==> src/logic/plcr_pkg.sv <==
package plcr_pkg;

   // Register offsets on the plain register port.
   localparam logic [7:0] PLCR_OFF_PHOTO_CONTROL    = 8'h10;
   localparam logic [7:0] PLCR_OFF_LED_LEVEL_FIRST  = 8'h11;
   localparam logic [7:0] PLCR_OFF_LED_LEVEL_SECOND = 8'h12;

   localparam int unsigned PLCR_ADDR_W = 8;
   localparam int unsigned PLCR_DATA_W = 8;

   // Reset values.
   localparam logic [7:0] PLCR_RST_PHOTO_CONTROL = 8'h00;
   localparam logic [7:0] PLCR_RST_LED_LEVEL     = 8'h00;

   // Writable bits of the photo control register; bit 7 is reserved.
   localparam logic [7:0] PLCR_PHOTO_CONTROL_WMASK = 8'h7F;
   // Every bit of a level register is writable.
   localparam logic [7:0] PLCR_LED_LEVEL_WMASK     = 8'hFF;

   // Field positions in the photo control register.
   localparam int unsigned PLCR_SECOND_TC_LSB = 5;
   localparam int unsigned PLCR_FIRST_TC_LSB  = 3;
   localparam int unsigned PLCR_PREF_BIT      = 2;
   localparam int unsigned PLCR_GAIN_LSB      = 0;
   localparam int unsigned PLCR_TC_W          = 2;
   localparam int unsigned PLCR_GAIN_W        = 2;

   // Temperature coefficient codes, in mV per degree.
   typedef enum logic [1:0] {
      PLCR_TC_0P347 = 2'b00,
      PLCR_TC_0P416 = 2'b01,
      PLCR_TC_0P693 = 2'b10,
      PLCR_TC_1P040 = 2'b11
   } plcr_tc_type;

   // Photo gain stage codes.
   typedef enum logic [1:0] {
      PLCR_GAIN_5  = 2'b00,
      PLCR_GAIN_11 = 2'b01,
      PLCR_GAIN_20 = 2'b10,
      PLCR_GAIN_35 = 2'b11
   } plcr_gain_type;

   // Unmapped offsets read as this value.
   localparam logic [7:0] PLCR_RD_UNMAPPED = 8'h00;

endpackage

==> src/logic/plcr_reg8.sv <==
`timescale 1ns/10ps
module plcr_reg8 #(
   parameter logic [7:0] RST_VAL = 8'h00,
   parameter logic [7:0] WMASK   = 8'hFF
) (
   input  wire logic       clk_i,
   input  wire logic       rst_i,
   input  wire logic       we_i,
   input  wire logic [7:0] wdata_i,
   output logic      [7:0] q_o
);

   logic [7:0] val_d;
   logic [7:0] val_q;

   // Masked bits hold their reset value, so reserved bits read back as zero.
   always_comb begin
      val_d = val_q;
      if (we_i) begin
         val_d = (wdata_i & WMASK) | (RST_VAL & ~WMASK);
      end
   end

   always_ff @(posedge clk_i or posedge rst_i) begin
      if (rst_i) begin
         val_q <= RST_VAL;
      end else begin
         val_q <= val_d;
      end
   end

   assign q_o = val_q;

endmodule

==> src/logic/plcr_top.sv <==
// What this block does
// - The photo control register sits at offset 0x10, resets to zero, and its bit 7 is read-only zero.
// - Bits 6 to 5 of photo control select the second LED driver temperature coefficient, 0.347 to 1.040 mV per degree.
// - Bits 4 to 3 of photo control select the first LED driver temperature coefficient with the same four codes.
// - Bit 2 of photo control picks the photo reference: zero grounds the gain amplifier, one uses the internal 50 mV reference.
// - Bits 1 to 0 of photo control pick a photo gain of 5, 11, 20 or 35.
// - The first DAC level sits at offset 0x11 and the second at 0x12, both resetting to zero.
//
// Design decision made here: the address-and-strobe port.
`timescale 1ns/10ps
module plcr_top (
   input  wire logic       clk_i,
   input  wire logic       rst_i,
   input  wire logic [7:0] addr_i,
   input  wire logic [7:0] wdata_i,
   input  wire logic       wr_i,
   input  wire logic       rd_i,
   output logic      [7:0] rdata_o,
   output logic      [1:0] second_driver_tc_select_o,
   output logic      [1:0] first_driver_tc_select_o,
   output logic            photo_reference_select_o,
   output logic      [1:0] photo_gain_select_o,
   output logic      [7:0] first_driver_level_o,
   output logic      [7:0] second_driver_level_o
);

   logic       we_ctrl;
   logic       we_first;
   logic       we_second;
   logic [7:0] ctrl_q;
   logic [7:0] first_q;
   logic [7:0] second_q;
   logic [7:0] rdata_d;
   logic [7:0] rdata_q;

   // Address decode for writes.
   always_comb begin
      we_ctrl   = 1'b0;
      we_first  = 1'b0;
      we_second = 1'b0;
      if (wr_i && addr_i == plcr_pkg::PLCR_OFF_PHOTO_CONTROL) begin
         we_ctrl = 1'b1;
      end else if (wr_i && addr_i == plcr_pkg::PLCR_OFF_LED_LEVEL_FIRST) begin
         we_first = 1'b1;
      end else if (wr_i && addr_i == plcr_pkg::PLCR_OFF_LED_LEVEL_SECOND) begin
         we_second = 1'b1;
      end
   end

   // Bit 7 is masked off so it stays zero whatever is written.
   plcr_reg8 #(
      .RST_VAL (plcr_pkg::PLCR_RST_PHOTO_CONTROL),
      .WMASK   (plcr_pkg::PLCR_PHOTO_CONTROL_WMASK)
   ) u_ctrl (
      .clk_i   (clk_i),
      .rst_i   (rst_i),
      .we_i    (we_ctrl),
      .wdata_i (wdata_i),
      .q_o     (ctrl_q)
   );

   plcr_reg8 #(
      .RST_VAL (plcr_pkg::PLCR_RST_LED_LEVEL),
      .WMASK   (plcr_pkg::PLCR_LED_LEVEL_WMASK)
   ) u_first (
      .clk_i   (clk_i),
      .rst_i   (rst_i),
      .we_i    (we_first),
      .wdata_i (wdata_i),
      .q_o     (first_q)
   );

   plcr_reg8 #(
      .RST_VAL (plcr_pkg::PLCR_RST_LED_LEVEL),
      .WMASK   (plcr_pkg::PLCR_LED_LEVEL_WMASK)
   ) u_second (
      .clk_i   (clk_i),
      .rst_i   (rst_i),
      .we_i    (we_second),
      .wdata_i (wdata_i),
      .q_o     (second_q)
   );

   // Read data stand only in the cycle after the strobe, zero otherwise.
   always_comb begin
      rdata_d = plcr_pkg::PLCR_RD_UNMAPPED;
      if (rd_i && addr_i == plcr_pkg::PLCR_OFF_PHOTO_CONTROL) begin
         rdata_d = ctrl_q;
      end else if (rd_i && addr_i == plcr_pkg::PLCR_OFF_LED_LEVEL_FIRST) begin
         rdata_d = first_q;
      end else if (rd_i && addr_i == plcr_pkg::PLCR_OFF_LED_LEVEL_SECOND) begin
         rdata_d = second_q;
      end
   end

   always_ff @(posedge clk_i or posedge rst_i) begin
      if (rst_i) begin
         rdata_q <= plcr_pkg::PLCR_RD_UNMAPPED;
      end else begin
         rdata_q <= rdata_d;
      end
   end

   assign rdata_o = rdata_q;

   // Analog settings come straight from the register flip-flops.
   assign second_driver_tc_select_o =
      ctrl_q[plcr_pkg::PLCR_SECOND_TC_LSB +: plcr_pkg::PLCR_TC_W];
   assign first_driver_tc_select_o =
      ctrl_q[plcr_pkg::PLCR_FIRST_TC_LSB +: plcr_pkg::PLCR_TC_W];
   assign photo_reference_select_o = ctrl_q[plcr_pkg::PLCR_PREF_BIT];
   assign photo_gain_select_o =
      ctrl_q[plcr_pkg::PLCR_GAIN_LSB +: plcr_pkg::PLCR_GAIN_W];
   // The level is the raw code; the trim by bin is done by host software.
   assign first_driver_level_o  = first_q;
   assign second_driver_level_o = second_q;

endmodule

==> config.mk <==
export PLATFORM = sky130hd
export DESIGN_NAME = plcr_top
export DESIGN_NICKNAME = d
export VERILOG_FILES = /design/src/logic/plcr_pkg.sv /design/src/logic/plcr_reg8.sv /design/src/logic/plcr_top.sv
export SDC_FILE = /design/constraint.sdc
export NUM_CORES = 1
export LEC_CHECK = 0
export CAP_MARGIN = 5
export CORE_ASPECT_RATIO = 1.5
export CORE_UTILIZATION = 65
export CTS_BUF_LIST = sky130_fd_sc_hd__clkbuf_8
export DETAILED_ROUTE_END_ITERATION = 10
export DONT_BUFFER_PORTS = 1
export GPL_TIMING_DRIVEN = 0
export HOLD_SLACK_MARGIN = 0.15
export PLACE_DENSITY = 0.81
export SKIP_CTS_REPAIR_TIMING = 1
export SKIP_LAST_GASP = 1
export SLEW_MARGIN = 15
export SYNTH_ARGS = -nofsm -noshare
export SYNTH_HDL_FRONTEND = slang
export SYNTH_HIERARCHICAL = 1
export SYNTH_SLANG_ARGS = --single-unit
==> constraint.sdc <==
create_clock -name clk_i -period 1.6 [get_ports clk_i]
set_clock_uncertainty 0.2 [all_clocks]
set_input_delay 0.16 -clock clk_i [delete_from_list [all_inputs] [get_ports clk_i]]
set_output_delay 0.16 -clock clk_i [all_outputs]
set_load 0.05 [all_outputs]
==> impl_table.tex, run 1 <==
\begin{tabular}{lr}
\hline
Metric & Value \\
\hline
\multicolumn{2}{l}{\textbf{Setup path}} \\
\quad Worst endpoint required time & 1.61 ns \\
\quad Type of origin of the critical path & flop \\
\quad Setup Crit Path Kind & reg -> reg \\
\quad Kind of end point of the critical path & flop \\
\quad Arrival time of the worst setup path & 1.56 ns \\
\quad Maximum fanout along the worst path & 3 \\
\multicolumn{2}{l}{\textbf{Route}} \\
\quad Initial DRT Pass Iterations & 4 \\
\quad Post-DR wirelength/cell & 21.2 µm \\
\quad Mean number of vias per cell & 5.94 \\
\quad Total length of routed wires & 3160 µm \\
\quad First DRT Iteration DRCs & 15 \\
\quad DR DRC count & 0 \\
\quad DRT antenna net count & 0 \\
\quad DR vias & 885 \\
\multicolumn{2}{l}{\textbf{CTS}} \\
\quad Total clock buffers created by CTS & 5 \\
\quad Clock latency of the later-clocked register in the worst-skew pair & 0.29 ns \\
\quad H-tree depth & 2 \\
\quad Clk root buf & sky130\_fd\_sc\_hd\_\_clkbuf\_8 \\
\quad Maximum number of buffers from clock root to sink & 2 \\
\quad Clock tree from TritonCTS & yes \\
\quad Total number of clock tree sinks & 31 \\
\quad Clock Pin Slew Worst Setup and Hold Paths & 0.06 ns \\
\multicolumn{2}{l}{\textbf{Floorplan}} \\
\quad Die area & 2470 µm² \\
\quad Height of the die & 60.4 µm \\
\quad Placement Rows & 20 \\
\quad Die extent in x & 40.9 µm \\
\quad Starting utilization of the core area & 71.1\% \\
\quad Core outline area & 2080 µm² \\
\quad IO Count & 51 \\
\multicolumn{2}{l}{\textbf{Logic synthesis}} \\
\quad Post-synth net total & 126 \\
\quad Cell Area, Synth & 1480 µm² \\
\quad Sequential-to-total area share from yosys stat & 52.5\% \\
\quad Synthesis Warnings & 6 \\
\quad Number of different library cells in the post-synthesis netlist & 19 \\
\quad Mean instance size in the synthesized netlist & 13.9 µm² \\
\quad Register bit total from synthesis & 31 \\
\quad Count of mapped cells out of synthesis & 106 \\
\multicolumn{2}{l}{\textbf{Global routing}} \\
\quad Gr usage total & 28.1\% \\
\quad Overflow after GRT & 0 \\
\quad Initial antenna violation count & 0 \\
\quad Pin count of the biggest net entering global routing & 11 \\
\quad First-pass GRT wire length & 4260 µm \\
\quad Number of global-route vias before repair & 907 \\
\multicolumn{2}{l}{\textbf{STA}} \\
\quad Finish-stage setup viols & 0 \\
\quad FMAX & 642 MHz \\
\quad Worst slew slack as a fraction of its limit & 65.1\% \\
\quad Fin. Hold Viols & 0 \\
\quad Unrepaired setup endpoints after global routing & false \\
\quad Slew @ Worst Pin & 0.523 ns \\
\quad Final Max Tran Viols & 0 \\
\quad Ratio of final minimum period to clock period & 97.3\% \\
\quad Post-route minimum period & 1.56 ns \\
\multicolumn{2}{l}{\textbf{Pwr}} \\
\quad Power density over cell area & 966 nW/µm² \\
\quad Leakage & 0.819 nW \\
\quad Highest ir drop seen on vdd & 0.794 mV \\
\multicolumn{2}{l}{\textbf{Finish}} \\
\quad Most common cell after layout, fill and taps aside & sky130\_fd\_sc\_hd\_\_dfrtp\_1 \\
\quad Leading cell types in the layout, fill and taps excluded & sky130\_fd\_sc\_hd\_\_dfrtp\_1, sky130\_fd\_sc\_hd\_\_mux2\_4, sky130\_fd\_sc\_hd\_\_dlygate4sd3\_1 \\
\quad Final antenna diode count & 0 \\
\quad Post-route cell area & 1740 µm² \\
\quad Finished Layout Cells & 149 \\
\quad Area Overhead vs Synth & 18.0\% \\
\quad Share of post-route cells with drive strength above 1 & 33.9\% \\
\quad Final core utilization & 83.9\% \\
\quad NumNets Final & 147 \\
\multicolumn{2}{l}{\textbf{Outcome}} \\
\quad Outcome & finished, final reports clean \\
\multicolumn{2}{l}{\textbf{Placed design}} \\
\quad Final estimated routing congestion in global placement & 0.724 \\
\quad Detailed-placement wirelength estimate & 2020 µm \\
\quad Number of input and output port buffers inserted & 0 \\
\quad Post-detailed-placement cell area & 1520 µm² \\
\quad Cells after DPL & 128 \\
\multicolumn{2}{l}{\textbf{Run}} \\
\quad Max-cap violations & 0 \\
\multicolumn{2}{l}{\textbf{Min path}} \\
\quad Worst min path class & in -> async \\
\hline
\end{tabular}
-- worst max-delay path, stage by stage, from the launching register on --
cell and delay [ns]:
sky130_fd_sc_hd__dfrtp_1 0.66, sky130_fd_sc_hd__mux2i_1 0.16, sky130_fd_sc_hd__or2_2 0.31, sky130_fd_sc_hd__a21oi_1 0.14
-- stage by stage --
stage | TNS, ns | power [W] | setup WS [ns] | hold slack (ns)
finish | 0 | 0.00168 | 0.0433 | 0.150
global route | 0 | 0.00175 | 0.00792 | 0.174
CTS | 0 | 0.00165 | 0.106 | -0.493
detailed placement | -2.45 | 0.00106 | -0.142 | -0.189
global placement | -0.522 | 0.00105 | -0.0387 | -0.192
floorplan | 0 | 0.00103 | 0.0156 | -0.237
-- cell type report --
cell class              count  area (µm²)
plain buffers               7        61.3
clock buffers               6        82.6
clock inverters             1        5.00
fillers                   118         334
inverters                   4        15.0
multi-input cells          64         636
flip-flops and latches     31         776
well taps                  22        27.5
repair buffers             14         140
-- registers in the layout, indices dropped and copies added, names as in the netlist --
signal        cells
u_ctrl/q_o        7
u_first/q_o       8
u_second/q_o      8
rdata_o           8
-- logic make-up (layout without fill, tap and decap cells) --
group           count (synthesis)  in the layout  share of synthesized area [%]
mux                            31             31                           28.8
flops                          31             31                           52.5
simple gates                   24             24                           10.6
buf+inv                        11             32                           5.16
compound gates                  8              8                           2.71
other cells                     1              1                          0.254
-- synth_stat cells (all sizes together) --
master / n / share of area (%)
a21oi: 8 / 2.7
and2b: 1 / 0.59
buf: 6 / 3.9
clkbuf: 1 / 0.25
conb: 1 / 0.25
dfrtp: 31 / 52
inv: 4 / 1.0
mux2: 23 / 23
mux2i: 8 / 5.4
nand2: 8 / 2.0
nand3: 2 / 1.4
nor2: 1 / 0.25
nor3: 1 / 0.34
nor3b: 2 / 1.0
nor4b: 1 / 1.6
or2: 8 / 3.4
-- path summary, 6_finish.rpt --
check                           slack (ns)         endpoint       startpoint  cells after the start
min in group clk_i                    0.15       rdata_o[1]        addr_i[1]                      4
worst max-delay path                  0.04       rdata_o[7]  u_second/q_o[7]                      3
worst min register to register        0.60       rdata_o[2]   u_first/q_o[2]                      2
worst max register to register        0.04       rdata_o[7]  u_second/q_o[7]                      3
max in group asynchronous             0.73  u_second/q_o[2]            rst_i                      2
worst min-delay path                  0.15       rdata_o[1]            rst_i                      2
-- per-layer routing --
layer	global-route usage, %	vias up	wire length (µm)
li1	-	398	-
met1	32.9	440	1270
met2	44.2	41	1680
met3	11.7	6	166
met4	11.4	0	47
met5	0	-	0
-- report_power, final --
group | internal (W) | total, W | switching (W)
sequential | 0.000810 | 0.000938 | 0.000128
combinational | 0.0000810 | 0.000141 | 0.0000602
clock | 0.000336 | 0.000605 | 0.000269
total | 0.00123 | 0.00168 | 0.000457
No activity file was read; power rests on OpenSTA's default activity.
==> inputs of run 2 (changes only) <==
Settings changed: CORE_UTILIZATION 65 to 35, GPL_TIMING_DRIVEN 0 to unset, PLACE_DENSITY 0.81 to unset.
==> run 2 against run 1 <==
  * The flow now finishes with violations (hold timing)
  * Combinational power increased by 84%
  * Flip-flop and latch count unchanged
  * Core utilization decreased by 37 points
  * Critical path depth increased by 2
  * First-iteration DRC count decreased by 20%
  * Maximum frequency increased by 12%
  * Register-to-register slack improved by 0.44 ns
  * Clock power decreased by 2%
  * Setup slack improved by 0.17 ns
  * Routed wire length increased by 11%
  * Count of clock-buffer cells in the layout decreased by 1
  * Largest cell class unchanged
==> impl_table.tex, run 2 (synthesized netlist as in run 1, its figures left out) <==
\begin{tabular}{lr}
\hline
Metric & Value \\
\hline
\multicolumn{2}{l}{\textbf{Outcome}} \\
\quad Failing checks & hold timing \\
\quad Outcome & finished with violations \\
\multicolumn{2}{l}{\textbf{CTS}} \\
\quad H-tree depth & 2 \\
\quad Clk root buf & sky130\_fd\_sc\_hd\_\_clkbuf\_8 \\
\quad Clock tree from TritonCTS & yes \\
\quad Total clock buffers created by CTS & 5 \\
\quad Maximum number of buffers from clock root to sink & 2 \\
\quad Clock Pin Slew Worst Setup and Hold Paths & 0.07 ns \\
\quad Clock latency of the later-clocked register in the worst-skew pair & 0.29 ns \\
\quad Total number of clock tree sinks & 31 \\
\multicolumn{2}{l}{\textbf{STA}} \\
\quad Finish-stage setup viols & 0 \\
\quad Setup total negative slack & 0 ns \\
\quad Fin. Hold Viols & 8 \\
\quad Worst hold slack across all endpoints & -0.157 ns \\
\quad Post-route minimum period & 1.39 ns \\
\quad FMAX & 722 MHz \\
\quad Final Max Tran Viols & 0 \\
\quad Fin worst setup slack & 0.214 ns \\
\quad Unrepaired setup endpoints after global routing & false \\
\quad Ratio of final minimum period to clock period & 86.6\% \\
\multicolumn{2}{l}{\textbf{Floorplan}} \\
\quad Die area & 4490 µm² \\
\quad Height of the die & 81.6 µm \\
\quad IO Count & 51 \\
\quad Starting utilization of the core area & 37.0\% \\
\quad Core outline area & 3990 µm² \\
\quad Placement Rows & 28 \\
\quad Die extent in x & 55.1 µm \\
\multicolumn{2}{l}{\textbf{Finish}} \\
\quad Most common cell after layout, fill and taps aside & sky130\_fd\_sc\_hd\_\_dfrtp\_1 \\
\quad Final core utilization & 46.7\% \\
\quad Share of post-route cells with drive strength above 1 & 45.8\% \\
\quad Total of fill cells in the finished design & 382 \\
\quad Area Overhead vs Synth & 26.3\% \\
\quad NumNets Final & 163 \\
\quad Leading cell types in the layout, fill and taps excluded & sky130\_fd\_sc\_hd\_\_dfrtp\_1, sky130\_fd\_sc\_hd\_\_buf\_4, sky130\_fd\_sc\_hd\_\_mux2\_4 \\
\quad Final antenna diode count & 0 \\
\quad Post-route cell area & 1870 µm² \\
\multicolumn{2}{l}{\textbf{Global routing}} \\
\quad First-pass GRT wire length & 5200 µm \\
\quad Number of global-route vias before repair & 992 \\
\quad Met1 layer usage reported by global route & 19.3\% \\
\quad Pin count of the biggest net entering global routing & 13 \\
\quad Initial antenna violation count & 0 \\
\quad Overflow after GRT & 0 \\
\quad Met2 track demand over resource in global routing & 29.0\% \\
\quad Met3 Usage GRT & 5.37\% \\
\quad Gr usage total & 17.4\% \\
\quad Global route hottest layer & met2 \\
\multicolumn{2}{l}{\textbf{Placed design}} \\
\quad Setup slack after placement & -0.0887 ns \\
\quad Post-detailed-placement cell area & 1690 µm² \\
\quad Number of input and output port buffers inserted & 0 \\
\quad Detailed-placement wirelength estimate & 2570 µm \\
\quad Final estimated routing congestion in global placement & 0.795 \\
\multicolumn{2}{l}{\textbf{Route}} \\
\quad DR DRC count & 0 \\
\quad Total length of routed wires & 3520 µm \\
\quad Mean number of vias per cell & 4.98 \\
\quad DR vias & 941 \\
\quad Post-DR wirelength/cell & 18.6 µm \\
\quad Initial DRT Pass Iterations & 4 \\
\quad DRT antenna net count & 0 \\
\quad First DRT Iteration DRCs & 12 \\
\multicolumn{2}{l}{\textbf{Pwr}} \\
\quad Highest ir drop seen on vdd & 0.580 mV \\
\quad Power density over cell area & 907 nW/µm² \\
\quad Leakage & 0.910 nW \\
\multicolumn{2}{l}{\textbf{Setup path}} \\
\quad Setup Crit Path Kind & in -> reg \\
\quad Buffering stage count on the worst path with inverters included & 1 \\
\quad Crit path cell chain & nor4b\_4, nand3\_2, nor3b\_2, buf\_4, mux2\_4 \\
\quad Maximum fanout along the worst path & 5 \\
\quad Worst stage delay on the critical path & 0.30 ns \\
\quad Arrival time of the worst setup path & 1.35 ns \\
\quad Type of origin of the critical path & input pin \\
\quad Worst endpoint required time & 1.57 ns \\
\quad Kind of end point of the critical path & flop \\
\quad Highest-delay cell along the critical path & sky130\_fd\_sc\_hd\_\_nor4b\_4 \\
\quad Family with the most delay on the worst path & simple AND/OR/NAND/NOR gates \\
\multicolumn{2}{l}{\textbf{Run}} \\
\quad Max-cap violations & 0 \\
\multicolumn{2}{l}{\textbf{Min path}} \\
\quad Worst min path class & in -> reg \\
\hline
\end{tabular}
[run 2: where the power goes]
part	switching, W	internal, W	leakage [nW]
Clock	0.000298	0.000297	0.0477
Combinational	0.000157	0.000103	0.434
Sequential	0.0000255	0.000812	0.429
Total	0.000481	0.00121	0.910
[run 2: metal layers]
| metal | wire length [µm] | up-vias |
|---|---|---|
| li1 | - | 425 |
| met1 | 1350 | 485 |
| met2 | 1940 | 25 |
| met3 | 153 | 6 |
| met4 | 70 | 0 |
| met5 | 0 | - |
[run 2: stage by stage]
| stage | total power [W] | instances |
|---|---|---|
| final | 0.00169 | 189 |
| after global routing | 0.00176 | 189 |
| after CTS | 0.00168 | 180 |
| after detailed placement | 0.00109 | 172 |
| after global placement | 0.00108 | 172 |
| after floorplan | 0.00103 | 106 |
[run 2: final timing paths]
check / startpoint / end / slack [ns] / cells after the start
setup / recovery: addr_i[5] / u_second/q_o[1] / 0.21 / 5
setup reg to reg: u_second/q_o[7] / rdata_o[7] / 0.48 / 3
max in group asynchronous: rst_i / u_first/q_o[4] / 0.76 / 2
hold / removal: addr_i[0] / rdata_o[7] / -0.16 / 2
min in group asynchronous: rst_i / rdata_o[3] / 0.13 / 2
hold reg to reg: u_first/q_o[0] / u_first/q_o[0] / 0.35 / 1
[run 2: cell type report]
type	count	area, µm²	share of cell area [%]
inverters	4	15.0	0.804
repair buffers	37	300	16.1
clock inverters	3	15.0	0.804
flip-flops and latches	31	776	41.6
well taps	45	56.3	3.02
clock buffers	5	68.8	3.69
multi-input cells	64	636	34.0
[run 2: worst register-to-register path, stage by stage (launching register included)]
cell                      delay, ns
sky130_fd_sc_hd__dfrtp_1       0.38
sky130_fd_sc_hd__mux2i_1       0.08
sky130_fd_sc_hd__or2_2         0.27
sky130_fd_sc_hd__a21oi_1       0.12
==> inputs of run 3 (changes only) <==
Settings changed: CORE_UTILIZATION 35 to 30.
Clock period 1.6 ns to 1.65 ns, I/O delays scaled along.
==> run 3 against run 2 <==
  * Clock power increased by 28%
  * Highest routed layer unchanged
  * The flow still finishes with violations (hold timing)
  * Global-route usage shrank 3.6 points
  * Critical path type is now reg -> reg
  * Power increased by 8.3%
  * Largest power group unchanged
  * Sequential power down 3.2%
  * Core utilization is 4.3 points lower
  * Combinational power about the same
  * Register-to-register slack got worse by 0.47 ns
  * Final area rose by 5.0%
==> impl_table.tex, run 3 (synthesized netlist as in run 1, its figures left out) <==
\begin{tabular}{lr}
\hline
Metric & Value \\
\hline
\multicolumn{2}{l}{\textbf{Outcome}} \\
\quad Outcome & finished with violations \\
\quad Failing checks & hold timing \\
\multicolumn{2}{l}{\textbf{Setup path}} \\
\quad Worst stage delay on the critical path & 0.57 ns \\
\quad Setup Crit Path Kind & reg -> reg \\
\quad Highest-delay cell along the critical path & sky130\_fd\_sc\_hd\_\_dlygate4sd3\_1 \\
\quad Maximum fanout along the worst path & 2 \\
\quad Crit path cell chain & mux2i\_1, or2\_0, dlygate4sd3\_1, a21oi\_1 \\
\quad Worst endpoint required time & 1.65 ns \\
\quad Arrival time of the worst setup path & 1.64 ns \\
\quad Kind of end point of the critical path & flop \\
\quad Type of origin of the critical path & flop \\
\multicolumn{2}{l}{\textbf{Placed design}} \\
\quad Detailed-placement wirelength estimate & 2540 µm \\
\quad Setup slack after placement & -0.0541 ns \\
\quad Final estimated routing congestion in global placement & 0.749 \\
\quad Number of input and output port buffers inserted & 0 \\
\quad Post-detailed-placement cell area & 1700 µm² \\
\multicolumn{2}{l}{\textbf{STA}} \\
\quad Worst hold slack across all endpoints & -0.129 ns \\
\quad Post-route minimum period & 1.64 ns \\
\quad Ratio of final minimum period to clock period & 99.5\% \\
\quad FMAX & 609 MHz \\
\quad Fin. Hold Viols & 7 \\
\quad Fin worst setup slack & 0.00797 ns \\
\quad Finish-stage setup viols & 0 \\
\quad Final Max Tran Viols & 0 \\
\multicolumn{2}{l}{\textbf{Global routing}} \\
\quad Initial antenna violation count & 0 \\
\quad Number of global-route vias before repair & 992 \\
\quad Gr usage total & 13.8\% \\
\quad Overflow after GRT & 0 \\
\quad Pin count of the biggest net entering global routing & 13 \\
\quad First-pass GRT wire length & 5110 µm \\
\multicolumn{2}{l}{\textbf{Route}} \\
\quad Post-DR wirelength/cell & 15.9 µm \\
\quad DRT antenna net count & 0 \\
\quad First DRT Iteration DRCs & 14 \\
\quad DR DRC count & 0 \\
\quad DR vias & 941 \\
\quad Initial DRT Pass Iterations & 4 \\
\quad Mean number of vias per cell & 4.46 \\
\quad Total length of routed wires & 3360 µm \\
\multicolumn{2}{l}{\textbf{CTS}} \\
\quad Clock latency of the later-clocked register in the worst-skew pair & 0.28 ns \\
\quad Total clock buffers created by CTS & 5 \\
\quad H-tree depth & 2 \\
\quad Maximum number of buffers from clock root to sink & 2 \\
\quad Clock tree from TritonCTS & yes \\
\quad Clock Pin Slew Worst Setup and Hold Paths & 0.07 ns \\
\quad Clk root buf & sky130\_fd\_sc\_hd\_\_clkbuf\_8 \\
\quad Total number of clock tree sinks & 31 \\
\multicolumn{2}{l}{\textbf{Pwr}} \\
\quad Sequential share of power & 44.2\% \\
\quad Net switching power figure & 0.000452 W \\
\quad Internal cell power & 0.00138 W \\
\quad Highest ir drop seen on vdd & 0.297 mV \\
\quad Fraction of power spent switching nets & 24.6\% \\
\quad Share of power burned in combinational logic & 14.3\% \\
\quad Power density over cell area & 936 nW/µm² \\
\quad Leakage & 0.936 nW \\
\quad Clock group share of total power & 41.5\% \\
\multicolumn{2}{l}{\textbf{Min path}} \\
\quad Worst min path class & in -> reg \\
\multicolumn{2}{l}{\textbf{Floorplan}} \\
\quad Starting utilization of the core area & 32.0\% \\
\quad Die area & 5220 µm² \\
\quad Placement Rows & 30 \\
\quad Die extent in x & 59.3 µm \\
\quad Height of the die & 88.0 µm \\
\quad Core outline area & 4620 µm² \\
\quad IO Count & 51 \\
\multicolumn{2}{l}{\textbf{Finish}} \\
\quad Multi-input logic area & 636 µm² \\
\quad Final antenna diode count & 0 \\
\quad Area Overhead vs Synth & 32.6\% \\
\quad Leading cell types in the layout, fill and taps excluded & sky130\_fd\_sc\_hd\_\_dfrtp\_1, sky130\_fd\_sc\_hd\_\_buf\_4, sky130\_fd\_sc\_hd\_\_mux2\_4 \\
\quad Most common cell after layout, fill and taps aside & sky130\_fd\_sc\_hd\_\_dfrtp\_1 \\
\quad Register area & 776 µm² \\
\quad Share of post-route cells with drive strength above 1 & 43.5\% \\
\quad Post-route cell area & 1960 µm² \\
\quad Total of fill cells in the finished design & 429 \\
\quad NumNets Final & 166 \\
\multicolumn{2}{l}{\textbf{Run}} \\
\quad Max-cap violations & 0 \\
\hline
\end{tabular}
-- run 3: per-stage QoR --
stage / instances / TNS [ns] / utilization (%) / total power, W
2_1_floorplan: 106 / 0 / - / 0.00100
3_3_place_gp: 189 / -0.119 / 36.9 / 0.00105
3_5_place_dp: 189 / -0.879 / 36.9 / 0.00106
4_1_cts: 197 / 0 / 39.4 / 0.00181
5_1_grt: 211 / -0.0540 / 42.4 / 0.00189
6_report: 211 / 0 / 42.4 / 0.00183
-- run 3: power groups by stage --
stage,sequential [W],combinational [W],clock [W]
2_1_floorplan,0.000915,0.0000854,0
6_report,0.000810,0.000263,0.000761
4_1_cts,0.000810,0.000233,0.000772
5_1_grt,0.000812,0.000277,0.000804
3_3_place_gp,0.000822,0.000229,0
3_5_place_dp,0.000824,0.000232,0
-- run 3: layer usage --
metal	GRT usage, %	vias to the layer above	wire (µm)
met5	0	-	0
met4	8.01	0	67
met3	5.17	6	171
met2	24.2	30	1900
met1	13.6	472	1220
li1	-	433	-
-- run 3: critical path: cells and delay by family (launching register included) --
kind / cells / cell delay [ns]
buffers and inverters: 1 / 0.57
DFF: 1 / 0.36
and+or+nand+nor: 1 / 0.19
AOI/OAI and AO/OA: 1 / 0.15
muxes: 1 / 0.08
-- run 3: cell type report --
| type | count | area share, % |
|---|---|---|
| sequential | 31 | 39.6 |
| timing repair buffer | 40 | 17.1 |
| inverter | 4 | 0.766 |
| multi-input combinational | 64 | 32.4 |
| clock buffer | 6 | 4.21 |
| clock inverter | 2 | 1.79 |
| tap | 64 | 4.09 |
-- run 3: path summary, 6_finish.rpt --
kind / cells past startpoint / from / slack [ns] / end
worst max-delay path: 4 / u_ctrl/q_o[3] / 0.008 / rdata_o[3]
worst min-delay path: 2 / addr_i[0] / -0.13 / rdata_o[7]
worst max register to register: 4 / u_ctrl/q_o[3] / 0.008 / rdata_o[3]
worst min register to register: 1 / u_first/q_o[5] / 0.35 / u_first/q_o[5]
max in group asynchronous: 2 / rst_i / 0.82 / u_first/q_o[5]
min in group asynchronous: 2 / rst_i / 0.14 / rdata_o[1]
